$ cat src/rx_cfg_pkg.sv
// Purpose: shared constants and carriers for the receiver config block
// Assumes: AHB-Lite word registers, byte address = index * 4
// Notes: analog sensing is outside; pins arrive as comparator levels
package rx_cfg_pkg;
  // register indices
  localparam logic [7:0] IDX_VOUT_SEL = 8'h08;
  localparam logic [7:0] IDX_VOUT_STAT = 8'h09;
  localparam logic [7:0] IDX_THERM_SET = 8'h0c;
  localparam logic [7:0] IDX_THERM_STAT = 8'h0d;
  localparam logic [7:0] IDX_ALIGN_EN = 8'h21;
  localparam logic [7:0] IDX_ALIGN_RATIO = 8'h24;
  localparam logic [7:0] IDX_QPKT_CTRL = 8'h37;
  localparam logic [7:0] IDX_QPKT_VAL = 8'h3a;
  // reset values
  localparam logic [7:0] RST_VOUT_SEL = 8'h01;
  localparam logic [7:0] RST_THERM_SET = 8'h44;
  localparam logic [7:0] RST_ALIGN_EN = 8'h00;
  localparam logic [7:0] RST_ALIGN_RATIO = 8'h00;
  localparam logic [7:0] RST_QPKT_CTRL = 8'h41;
  localparam logic [7:0] RST_QPKT_VAL = 8'h00;
  // field positions
  localparam int VOUT_OVR_BIT = 7;
  localparam int QPKT_SRC_BIT = 6;
  localparam int QPKT_SEND_BIT = 0;
  localparam int THERM_EN_BIT = 6;
  localparam int ALIGN_EN_BIT = 0;
  localparam int ALIGN_FLAG_BIT = 1;
  // timing
  localparam int CLK_HZ = 10000000;
  localparam int MISALIGN_DELAY_MS = 30;
  localparam int MISALIGN_CYCLES = CLK_HZ / 1000 * MISALIGN_DELAY_MS;
  localparam logic [1:0] STRAP_SETTLE = 2'h3;
  // ahb transfer type
  localparam logic [1:0] HTRANS_NONSEQ = 2'h2;
  // pin inputs from the analog side
  typedef struct packed {
    logic rectified_rail_undervoltage; // rectifier uv active
    logic rail_below_thresh; // rectified rail under misalign threshold
    logic alt_standard; // 1 = alternate standard mode
    logic strap_short; // strap pin to ground
    logic strap_open; // strap pin open
    logic strap_in_range; // strap adc reading valid
    logic [2:0] strap_code; // strap decoded voltage code
    logic therm_above; // thermistor pin above trip voltage
    logic ctrl_eoc; // external end-of-charge request
    logic charge_ended; // charging completed
    logic ping_seen; // ping received on coil
    logic timer_node_high; // removal timing node still charged
  } pins_in_t;
  // controls toward packet logic and analog
  typedef struct packed {
    logic quality_packet_send_en;
    logic quality_source_select;
    logic [7:0] coil_quality_value;
    logic [2:0] vout_effective;
    logic [3:0] misalign_threshold_ratio;
    logic [3:0] thermistor_threshold;
    logic end_of_charge;
    logic end_power_transfer_packet;
    logic no_charge_signal;
    logic removal_recharge;
  } ctl_out_t;
endpackage : rx_cfg_pkg

$ cat src/rx_config_strap_monitor.sv
// Purpose: register bank, strap decode, misalign check, thermistor, pad removal
// Assumes: one 10 MHz clock, synchronous active-high reset, AHB-Lite slave
// Notes: strap state is captured once after reset and then held
// Summary of operation
// - send enable bit sends quality packet
// - quality taken from value register
// - quality byte sent unchanged
// - rail below threshold raises interrupt
// - misalign check off until enabled
// - check evaluated 30ms after undervoltage release
// - threshold ratio code drives comparator reference
// - register used on override or open strap
// - voltage select code passed to regulator
// - strap short sends fault or no-charge
// - status shows short, decoded, applied voltage
// - status bit 3 shows open strap
// - alternate mode overtemp sends end-of-charge
// - no overtemp detection in primary mode
// - thermistor enable bit gates detection
// - threshold code drives trip reference
// - thermistor status shows overtemp flag
// - control pin sends end-of-charge
// - ping recharges node, removal output low
// - node discharge releases removal output
// - interrupt output active low, edge events
`timescale 1ns/1ps
module rx_config_strap_monitor #(
  parameter int MISALIGN_WAIT = rx_cfg_pkg::MISALIGN_CYCLES
) (
  input wire logic clk,
  input wire logic reset,
  input wire logic hsel,
  input wire logic [31:0] haddr,
  input wire logic [1:0] htrans,
  input wire logic hwrite,
  input wire logic [2:0] hsize,
  input wire logic [31:0] hwdata,
  input wire logic hready,
  output logic hreadyout,
  output logic [31:0] hrdata,
  output logic hresp,
  input wire rx_cfg_pkg::pins_in_t pins,
  output rx_cfg_pkg::ctl_out_t ctl,
  output logic irq_n,
  output logic pad_removed_out,
  output logic pad_removed_oe
);
  import rx_cfg_pkg::*;

  // register storage, defined fields only
  // one flop per documented bit keeps the reserved bits out of storage
  logic vout_ovr_ff;
  logic [2:0] vout_select_ff;
  logic therm_en_ff;
  logic [3:0] therm_th_ff;
  logic align_en_ff;
  logic [3:0] align_ratio_ff;
  logic qsrc_ff;
  logic qsend_ff;
  logic [7:0] qval_ff;
  // interrupt flag visible in the alignment enable register
  logic misalign_flag_ff;
  // bus data phase capture
  logic wr_pend_ff;
  logic [7:0] wr_idx_ff;
  logic [7:0] rd_byte;
  // synchronised pins
  pins_in_t sync1_ff;
  pins_in_t sync2_ff;
  logic uv_prev_ff;
  // captured strap state
  logic strap_short_ff;
  logic strap_open_ff;
  logic [2:0] strap_dec_ff;
  logic [1:0] settle_ff;
  // misalign timer
  // wide enough for the full start-up delay at 10 MHz
  logic [31:0] wait_cnt_ff;
  logic misalign_hit;
  logic [2:0] vout_eff;
  logic overtemp;
  // outputs
  ctl_out_t ctl_ff;
  logic [7:0] rdata_ff;

  typedef enum logic [1:0] {
    STRAP_WAIT = 2'b01,
    STRAP_HELD = 2'b10
  } strap_st_t;
  strap_st_t strap_st_ff;

  typedef enum logic [2:0] {
    MIS_IDLE = 3'b001,
    MIS_COUNT = 3'b010,
    MIS_DONE = 3'b100
  } mis_st_t;
  mis_st_t mis_st_ff;

  // address phase decode
  // a_idx is the word index; byte lanes below bit 2 are ignored
  wire logic take = hsel & hready & (htrans == HTRANS_NONSEQ);
  wire logic [7:0] a_idx = haddr[9:2];

  // two-stage synchroniser for every pin
  // every analog comparator level is asynchronous to clk
  always_ff @(posedge clk) begin
    if (reset) begin
      // undervoltage resets to its power-up level, so no false release follows reset
      sync1_ff <= '{rectified_rail_undervoltage: 1'b1, default: '0};
      sync2_ff <= '{rectified_rail_undervoltage: 1'b1, default: '0};
    end else begin
      sync1_ff <= pins;
      sync2_ff <= sync1_ff;
    end
  end

  // write capture in address phase
  // hwdata only arrives one cycle later, so the target index is kept for it
  always_ff @(posedge clk) begin
    if (reset) begin
      wr_pend_ff <= 1'b0;
      wr_idx_ff <= 8'h00;
    end else if (hready) begin
      wr_pend_ff <= take & hwrite;
      wr_idx_ff <= a_idx;
    end
  end

  // register writes in the data phase
  // reserved bits are not stored and read back as zero
  always_ff @(posedge clk) begin
    if (reset) begin
      vout_ovr_ff <= RST_VOUT_SEL[VOUT_OVR_BIT];
      vout_select_ff <= RST_VOUT_SEL[2:0];
      therm_en_ff <= RST_THERM_SET[THERM_EN_BIT];
      therm_th_ff <= RST_THERM_SET[3:0];
      align_en_ff <= RST_ALIGN_EN[ALIGN_EN_BIT];
      align_ratio_ff <= RST_ALIGN_RATIO[3:0];
      qsrc_ff <= RST_QPKT_CTRL[QPKT_SRC_BIT];
      qsend_ff <= RST_QPKT_CTRL[QPKT_SEND_BIT];
      qval_ff <= RST_QPKT_VAL;
    end else if (wr_pend_ff) begin
      if (wr_idx_ff == IDX_VOUT_SEL) begin
        vout_ovr_ff <= hwdata[VOUT_OVR_BIT];
        vout_select_ff <= hwdata[2:0];
      end else if (wr_idx_ff == IDX_THERM_SET) begin
        therm_en_ff <= hwdata[THERM_EN_BIT];
        therm_th_ff <= hwdata[3:0];
      end else if (wr_idx_ff == IDX_ALIGN_EN) begin
        // enable only by writing bit 0
        align_en_ff <= hwdata[ALIGN_EN_BIT];
      end else if (wr_idx_ff == IDX_ALIGN_RATIO) begin
        align_ratio_ff <= hwdata[3:0];
      end else if (wr_idx_ff == IDX_QPKT_CTRL) begin
        qsrc_ff <= hwdata[QPKT_SRC_BIT];
        qsend_ff <= hwdata[QPKT_SEND_BIT];
      end else if (wr_idx_ff == IDX_QPKT_VAL) begin
        qval_ff <= hwdata[7:0];
      end
    end
  end

  // strap capture once after reset, after the synchroniser has filled
  // the strap is a board setting, so one sample after power-up is enough;
  // holding it stops a noisy divider from moving the output voltage later
  always_ff @(posedge clk) begin
    if (reset) begin
      strap_st_ff <= STRAP_WAIT;
      settle_ff <= 2'h0;
      strap_short_ff <= 1'b0;
      strap_open_ff <= 1'b0;
      strap_dec_ff <= 3'h0;
    end else begin
      case (strap_st_ff)
        STRAP_WAIT: begin
          settle_ff <= settle_ff + 2'h1;
          if (settle_ff == STRAP_SETTLE) begin
            strap_short_ff <= sync2_ff.strap_short;
            strap_open_ff <= sync2_ff.strap_open;
            // decoded value zero when out of range
            strap_dec_ff <= sync2_ff.strap_in_range ? sync2_ff.strap_code : 3'h0;
            strap_st_ff <= STRAP_HELD;
          end
        end
        STRAP_HELD: begin
          strap_st_ff <= STRAP_HELD;
        end
        default: begin
          strap_st_ff <= STRAP_WAIT;
        end
      endcase
    end
  end

  // register wins on override or open strap
  // an open strap leaves no valid reading, so the register must decide
  always_comb begin
    if (vout_ovr_ff | strap_open_ff) begin
      vout_eff = vout_select_ff;
    end else begin
      vout_eff = strap_dec_ff;
    end
  end

  // overtemp only in alternate mode, gated by enable
  // live level: it clears as soon as the pin falls back
  assign overtemp = sync2_ff.alt_standard & therm_en_ff & sync2_ff.therm_above;

  // undervoltage edge history
  // starts high so that a rail already up at reset still counts as a start-up
  always_ff @(posedge clk) begin
    if (reset) begin
      uv_prev_ff <= 1'b1;
    end else begin
      uv_prev_ff <= sync2_ff.rectified_rail_undervoltage;
    end
  end

  // wait after undervoltage release, then evaluate once
  // any undervoltage during the wait restarts the whole start-up
  always_ff @(posedge clk) begin
    if (reset) begin
      mis_st_ff <= MIS_IDLE;
      wait_cnt_ff <= 32'h0;
    end else if (sync2_ff.rectified_rail_undervoltage) begin
      // rail lost: rearm for the next start-up
      mis_st_ff <= MIS_IDLE;
      wait_cnt_ff <= 32'h0;
    end else begin
      case (mis_st_ff)
        MIS_IDLE: begin
          if (uv_prev_ff) begin
            mis_st_ff <= MIS_COUNT;
            wait_cnt_ff <= 32'h0;
          end
        end
        MIS_COUNT: begin
          wait_cnt_ff <= wait_cnt_ff + 32'h1;
          if (wait_cnt_ff == 32'(MISALIGN_WAIT - 1)) begin
            mis_st_ff <= MIS_DONE;
          end
        end
        MIS_DONE: begin
          mis_st_ff <= MIS_DONE;
        end
        default: begin
          mis_st_ff <= MIS_IDLE;
        end
      endcase
    end
  end

  // one-cycle event at the end of the wait when rail is low
  // evaluated exactly once, at the last count of the wait
  assign misalign_hit = (mis_st_ff == MIS_COUNT) & (wait_cnt_ff == 32'(MISALIGN_WAIT - 1))
                        & align_en_ff & sync2_ff.rail_below_thresh;

  // sticky flag, write 1 to clear, a new event wins
  // set beats clear so that an event in the clearing cycle is never lost
  always_ff @(posedge clk) begin
    if (reset) begin
      misalign_flag_ff <= 1'b0;
    end else if (misalign_hit) begin
      misalign_flag_ff <= 1'b1;
    end else if (wr_pend_ff & (wr_idx_ff == IDX_ALIGN_EN) & hwdata[ALIGN_FLAG_BIT]) begin
      misalign_flag_ff <= 1'b0;
    end
  end

  // active-low interrupt from the flag
  // the hit term makes the pin fall in the same cycle as the flag sets
  always_ff @(posedge clk) begin
    if (reset) begin
      irq_n <= 1'b1;
    end else begin
      irq_n <= ~(misalign_flag_ff | misalign_hit);
    end
  end

  // read mux for the address phase
  // unmapped indices read zero; hsize is ignored since every access is a word
  always_comb begin
    rd_byte = 8'h00;
    if (a_idx == IDX_VOUT_SEL) begin
      rd_byte = {vout_ovr_ff, 4'h0, vout_select_ff};
    end else if (a_idx == IDX_VOUT_STAT) begin
      rd_byte = {strap_short_ff, strap_dec_ff, strap_open_ff, vout_eff};
    end else if (a_idx == IDX_THERM_SET) begin
      rd_byte = {1'b0, therm_en_ff, 2'h0, therm_th_ff};
    end else if (a_idx == IDX_THERM_STAT) begin
      rd_byte = {7'h00, overtemp};
    end else if (a_idx == IDX_ALIGN_EN) begin
      rd_byte = {6'h00, misalign_flag_ff, align_en_ff};
    end else if (a_idx == IDX_ALIGN_RATIO) begin
      rd_byte = {4'h0, align_ratio_ff};
    end else if (a_idx == IDX_QPKT_CTRL) begin
      rd_byte = {1'b0, qsrc_ff, 5'h00, qsend_ff};
    end else if (a_idx == IDX_QPKT_VAL) begin
      rd_byte = qval_ff;
    end
  end

  // read data registered for the data phase
  // the value stays until the next read so a slow master still sees it
  always_ff @(posedge clk) begin
    if (reset) begin
      rdata_ff <= 8'h00;
    end else if (take & ~hwrite) begin
      rdata_ff <= rd_byte;
    end
  end

  // bus answer: zero wait, always okay
  // kept as flops so that every bus output comes straight from a register
  always_ff @(posedge clk) begin
    if (reset) begin
      hreadyout <= 1'b1;
      hresp <= 1'b0;
    end else begin
      hreadyout <= 1'b1;
      hresp <= 1'b0;
    end
  end
  assign hrdata = {24'h000000, rdata_ff};

  // control outputs toward packet logic and analog
  // one register stage keeps the outputs glitch-free toward the analog side
  always_ff @(posedge clk) begin
    if (reset) begin
      ctl_ff <= '0;
    end else begin
      ctl_ff.quality_packet_send_en <= qsend_ff;
      ctl_ff.quality_source_select <= qsrc_ff;
      ctl_ff.coil_quality_value <= qval_ff;
      ctl_ff.vout_effective <= vout_eff;
      ctl_ff.misalign_threshold_ratio <= align_ratio_ff;
      ctl_ff.thermistor_threshold <= therm_th_ff;
      // overtemp and control pin end charge
      ctl_ff.end_of_charge <= overtemp | sync2_ff.ctrl_eoc;
      // short gives fault or no-charge by mode
      ctl_ff.end_power_transfer_packet <= strap_short_ff & ~sync2_ff.alt_standard;
      ctl_ff.no_charge_signal <= strap_short_ff & sync2_ff.alt_standard;
      // ping after charging recharges the node
      ctl_ff.removal_recharge <= sync2_ff.charge_ended & sync2_ff.ping_seen;
    end
  end
  assign ctl = ctl_ff;

  // hold removal low while node charged, release on discharge
  // open drain: the data bit stays low and only the enable moves;
  // the board pull-up makes the high level once the node has discharged
  always_ff @(posedge clk) begin
    if (reset) begin
      pad_removed_oe <= 1'b0;
      pad_removed_out <= 1'b0;
    end else begin
      pad_removed_oe <= sync2_ff.charge_ended & sync2_ff.timer_node_high;
      pad_removed_out <= 1'b0;
    end
  end
endmodule : rx_config_strap_monitor

$ cat config.mk
export PLATFORM = sky130hd
export DESIGN_NAME = rx_config_strap_monitor
export DESIGN_NICKNAME = d
export VERILOG_FILES = /design/src/rx_cfg_pkg.sv /design/src/rx_config_strap_monitor.sv
export SDC_FILE = /design/constraint.sdc
export NUM_CORES = 1
export LEC_CHECK = 0
export BUFFER_PORTS_ARGS = -buffer_cell sky130_fd_sc_hd__clkbuf_2
export CAP_MARGIN = 0
export CORE_UTILIZATION = 57
export CTS_CLUSTER_SIZE = 16
export DETAILED_ROUTE_END_ITERATION = 10
export PLACE_DENSITY = 0.85
export SETUP_SLACK_MARGIN = 0.15
export SLEW_MARGIN = 30
export SYNTH_ARGS = -nofsm -noshare
export SYNTH_HDL_FRONTEND = slang
export SYNTH_SLANG_ARGS = --single-unit
$ cat constraint.sdc
create_clock -name clk -period 3.6 [get_ports clk]
set_input_delay 0.36 -clock clk [delete_from_list [all_inputs] [get_ports clk]]
set_output_delay 0.36 -clock clk [all_outputs]
set_load 0.02 [all_outputs]
## Word level (Yosys, flattened, before mapping)

Cells that the tools add are included.

| operators by class | value |
|---|---|
| $mul | 0 |
| reduce and logical (&&, ||, !) cells | 12 |
| muxes and demuxes | 19 |
| bitwise operators | 26 |
| $lt $le $gt $ge | 0 |
| add/subtract/negate cells | 2 |
| divide/modulo/power cells | 0 |
| equal/unequal tests | 25 |
| shift operators | 0 |

Operators with widths:

| kind | number |
|---|---|
| $eq 8x6->1 const B | 8 |
| $mux 8 | 8 |
| $pmux 32 s2 | 1 |
| $eq 8x4->1 const B | 6 |
| $add 32x1->32 const B | 1 |
| $eq 32x19->1 const B | 1 |
| $mux 32 | 1 |
| $and 1x1->1 | 15 |
| $mux 3 | 4 |
| $pmux 3 s3 | 1 |
| $not 1->1 | 8 |
| $reduce_and 2->1 | 4 |
| $reduce_and 7->1 | 1 |
| $eq 2x2->1 const B | 3 |
| $reduce_and 6->1 | 1 |
| $reduce_and 5->1 | 1 |
| $ne 2x2->1 const B | 2 |
| $pmux 2 s2 | 1 |
| $reduce_and 4->1 | 1 |
| $reduce_bool 2->1 | 2 |
| $eq 3x1->1 const B | 1 |
| $eq 3x2->1 const B | 1 |
| $eq 3x3->1 const B | 1 |
| $or 1x1->1 | 3 |
| 7 further kinds | 8 |

| storage, ports and cells | value |
|---|---|
| output and inout bits | 62 |
| flip-flop bits (word level) | 142 |
| logic and storage cells | 141 |
| ROM bits | 0 |
| memories kept | 0 |
| bits in latches | 0 |
| input port bits | 88 |
| RAM bits | 0 |

## Logic depth before layout (Yosys ltp)

| depth | value |
|---|---|
| word-level depth | 9 |
| mapped depth | 7 |
| mapped depth without buffers | 6 |

## Least setup slack after synthesis

OpenSTA, ideal clock, no wires.

| timing path | value |
|---|---|
| path kind | register to register |
| from | reg wait_cnt_ff[0] |
| to | reg irq_n |
| path buffers | 0 |
| required time | 3.486 ns |
| library setup time | 0.114 ns |
| slack | 1.626 ns |
| clock period less this slack | 1.974 ns |
| cell stages (with the launch flop) | 6 |
| data arrival time | 1.860 ns |
| cell sequence | dfxtp_1 -> ha_1 -> nand4_2 -> or4_4 -> or3_1 -> a21o_1 |

| between the ends | value |
|---|---|
| word-level cells in the longest chain between the ends | 6 |

Ends and longest elaborated chain:

| what | RTL line | source |
|---|---|---|
| start: declaration | rx_config_strap_monitor.sv:78 | `logic [31:0] wait_cnt_ff;` |
| start signal: assignment | rx_config_strap_monitor.sv:238 | `wait_cnt_ff <= wait_cnt_ff + 32'h1;` |
| $eq 32x19->1 | rx_config_strap_monitor.sv:255 | `assign misalign_hit = (mis_st_ff == MIS_COUNT) & (wait_cnt_ff == 32'(MISALIGN_WAIT - 1))` |
| $and 1x1->1 | rx_config_strap_monitor.sv:255 |  |
| $and 1x1->1 (2 in a row) | rx_config_strap_monitor.sv:256 | `& align_en_ff & sync2_ff.rail_below_thresh;` |
| $or 1x1->1 | rx_config_strap_monitor.sv:276 | `irq_n <= ~(misalign_flag_ff \| misalign_hit);` |
| $not 1->1 | rx_config_strap_monitor.sv:276 |  |
| end signal: assignment | rx_config_strap_monitor.sv:276 |  |
| end: declaration | rx_config_strap_monitor.sv:44 | `output logic irq_n,` |

No other way between the ends.
A chain may end at the register's enable or synchronous reset.

## Final worst setup path

| timing path | value |
|---|---|
| from | reg wait_cnt_ff[5] |
| to | reg wait_cnt_ff[25] |

| between the ends | value |
|---|---|
| word-level cells in the longest chain between the ends | 2 |

Ends and longest elaborated chain:

| what | RTL line | source |
|---|---|---|
| $add 32x1->32 | rx_config_strap_monitor.sv:238 |  |
| $pmux 32 s2 | rx_config_strap_monitor.sv:230 | `case (mis_st_ff)` |

No other way between the ends.

==> reports/metrics.csv <==
stage,metric,value,unit
logic_synthesis,"Seq/Total Area, Yosys",0.4779,
power_and_ir_drop,Static Leak,2.612,nW
flow_run,MaxCap Viol Count,0,
clock_network,Worst-path clk slew,0.06,ns
placement,Routability Congestion,0.9039,
power_and_ir_drop,NetSw,0.8097,mW
logic_synthesis,post-synthesis mux area share,0.06731,
cells_and_area,Final Net Count,781,
timing,setup violators final,0,
logic_synthesis,top cell type's share of synthesized area,0.4779,
power_and_ir_drop,internal power component,2.850,mW
critical_path,critical path class,reg -> reg,
logic_synthesis,syn_area_per_cell,9.412,sq um
clock_network,CTS Sinks,142,
timing,RSZ-0062 raised after global routing,false,
critical_path,Critical-path top delay cell,dfxtp_1,
critical_path,"Arr. time, crit path",2.89,ns
timing,clock skew,0.01244,ns
power_and_ir_drop,clock network fraction of total power,0.488,
placement,I/O Buffers,71,
logic_synthesis,largest family of logic cells by synthesized area,simple AND/OR/NAND/NOR gates,
logic_synthesis,Netlist cell types,69,
routing,via count,4777,
logic_synthesis,most common cell in the synthesized netlist,dfxtp_1,
routing,routed vias/inst,5.728,
cells_and_area,area delta synth->final,15.17,%
logic_synthesis,Synth Flop Type,dfxtp_1,
timing,Setup Total Neg Slack,0,ns
critical_path,Worst Setup End Kind,flip-flop,
routing,1st-iter DRT viols,316,
floorplanning,Row Count,36,
floorplanning,Die Area,10850,sq um
routing,drt total wl,12.62,mm
floorplanning,core area,9955,sq um
clock_network,setup bufs post-CTS,0,
logic_synthesis,Post-Synth Simple-Gate Area,0.2625,
timing,fin. max-slew vios,0,
placement,hpwl dp,8.435,mm
routing,TritonRoute pass-1 iters,5,
critical_path,max incr delay on CP,0.57,ns
clock_network,clock buffer depth,2,
routing,DRC Markers,0,
routing,WL per Instance,15.13,um
logic_synthesis,Adder-Cell Fraction of Synth Area,0.006310,
timing,worst-margin pin slew,1.013,ns
global_routing,vias in the first global route,4445,
global_routing,grt ovf,0,
critical_path,CP startpoint kind,flip-flop,
timing,Final Hold Viols,0,
logic_synthesis,Synth Instances,632,
logic_synthesis,Synth Area in XOR/XNOR,0.001472,
timing,Worst slew margin,0.3232,
power_and_ir_drop,part of the power in registers,0.449,
timing,fmax,408.6,MHz
logic_synthesis,"top cells by area, synth","dfxtp_1, nor2b_1, mux2i_1, nor2_1, buf_4",
logic_synthesis,Synth area leader,dfxtp_1,
cells_and_area,ANT cells,0,
cells_and_area,layout cells sized above 1,0.1926,
critical_path,most common cell type on the critical path,nand3_1,
timing,final worst-path cycle share,0.6798,
logic_synthesis,Ys Warns,0,
global_routing,global-route wire length before repair,20.89,mm
timing,minimum clock period,2.447,ns
floorplanning,die span in y,104.2,um
clock_network,CTS buffer count,17,
clock_network,hold buffer count at cts,0,
logic_synthesis,asr flop ratio synth,0,
global_routing,largest net degree at the start of global routing,108,
clock_network,CTS tree,done,
run_status,status,finished clean,
logic_synthesis,Synth Area in Compound Gates,0.1142,
logic_synthesis,Synth Register Bits,142,
floorplanning,Initial Util,0.5975,
logic_synthesis,synthesized area,5948,sq um
critical_path,crit path cell chain,"nand3_1, nor3_1, nand3_1, or4_1, a21oi_1",
critical_path,crit-path max FO,14,
global_routing,initial antenna violation count,0,
power_and_ir_drop,sw frac,0.2212,
routing,ANT nets after route,0,
cells_and_area,Final Util,0.6882,
global_routing,Global Route Usage Sum,0.2389,
logic_synthesis,synth cell count leaders,"dfxtp_1, nor2_1, nor2b_1, a21oi_1, nand2_1",
clock_network,H-tree levels,4,
clock_network,root buf cell,clkbuf_8,
logic_synthesis,"EDFF count, synth",0,
critical_path,Worst EP required,4.05,ns
clock_network,Resized Gates After CTS,0,
floorplanning,Die W,104.2,um
floorplanning,Top-Level Pins,150,
clock_network,worst skew pair latency,0.53,ns
power_and_ir_drop,Comb pwr share,0.063,
power_and_ir_drop,highest ir drop seen on vdd,365.2,uV
power_and_ir_drop,Cell Pwr Density,534.2,nW/um^2
min_path,worst hold path type,in -> reg,
-- layout by cell type, fill, tap and decap left out, types with 5 or more instances in the layout --
master and count:
conb_1 27, nand3_1 24, mux2i_1 31, clkbuf_2 70
nand4_1 17, and3_1 5, o21ai_0 12, nand2b_1 7
clkbuf_16 16, o41ai_1 5, nand3b_1 6, dfxtp_1 142
nor3b_1 8, nor2_1 59, nor3_1 5, o211ai_1 5
nor4_1 5, inv_1 15, a21oi_1 33, a22oi_1 6
or3_1 8, or4_1 5, mux2_2 8, nand2_1 33
a211o_1 5, nor2b_1 52
-- flip-flops by register name, summed over array words and instances, names as in the netlist, 4 cells and up --
| signal | flops |
|---|---|
| therm_th_ff | 4 |
| qval_ff | 8 |
| ctl | 25 |
| align_ratio_ff | 4 |
| sync1_ff | 14 |
| wr_idx_ff | 8 |
| sync2_ff | 14 |
| rdata_ff | 8 |
| wait_cnt_ff | 32 |
-- cell type report --
class | count | area [sq um]
fillers | 770 | 3104
flip-flops and latches | 142 | 2843
multi-input cells | 439 | 2789
clock buffers | 19 | 441.7
repair buffers | 74 | 384.1
clock inverters | 11 | 166.4
well taps | 133 | 166.4
inverters | 16 | 60.06
-- layer usage --
| layer | share of wire | vias up | routed length (um) | GRT usage |
|---|---|---|---|---|
| li1 | - | 2308 | - | - |
| met1 | 0.43 | 2258 | 5427 | 0.2977 |
| met2 | 0.49 | 189 | 6169 | 0.3829 |
| met3 | 0.066 | 22 | 835 | 0.07644 |
| met4 | 0.015 | 0 | 189 | 0.09592 |
| met5 | 0 | - | 0 | 0 |
-- worst paths after layout --
| path | from | endpoint | slack, ns | cells past startpoint |
|---|---|---|---|---|
| worst max-delay path | wait_cnt_ff[5] | wait_cnt_ff[25] | 1.15 | 5 |
| worst min-delay path | pins[13] | sync1_ff[13] | 0.02 | 2 |
| worst max register to register | wait_cnt_ff[5] | wait_cnt_ff[25] | 1.15 | 5 |
| worst min register to register | sync1_ff[13] | sync2_ff[13] | 0.41 | 1 |
-- metrics by stage --
stage	area, sq um	cells	setup slack (ns)	hold WS, ns	total power [mW]
floorplan	6042	657	1.626	0.3895	1.865
global placement	6238	804	1.314	0.3922	1.887
detailed placement	6238	804	1.227	0.3945	1.902
finish	6850	834	1.153	0.02092	3.660
CTS	6847	834	1.187	0.004743	3.674
global route	6850	834	0.9273	0.009172	3.785
-- power groups by stage --
stage | combinational (mW) | clock [mW] | sequential (mW)
after floorplan | 0.195 | 0 | 1.67
after global placement | 0.217 | 0 | 1.67
after detailed placement | 0.227 | 0 | 1.67
after CTS | 0.231 | 1.80 | 1.64
after global routing | 0.257 | 1.88 | 1.65
final | 0.231 | 1.79 | 1.64
-- worst max-delay path: cells and delay by family, from the launching register on --
| family | cells | cell delay, ns |
|---|---|---|
| flip-flops | 1 | 0.57 |
| AO/OA/AOI/OAI | 1 | 0.15 |
| AND/OR/NAND/NOR | 4 | 1.65 |
-- kinds of logic (layout without fill, tap and decap cells) --
family | count (synthesis) | after routing
AO/OA/AOI/OAI | 100 | 100
XOR/XNOR | 1 | 1
adder cells (fa/ha/maj) | 3 | 3
buffers and inverters | 76 | 120
flip-flops | 142 | 142
multiplexers | 39 | 39
other | 2 | 27
AND/OR/NAND/NOR | 269 | 269
Note: power is estimated with default switching activity, not from simulation.
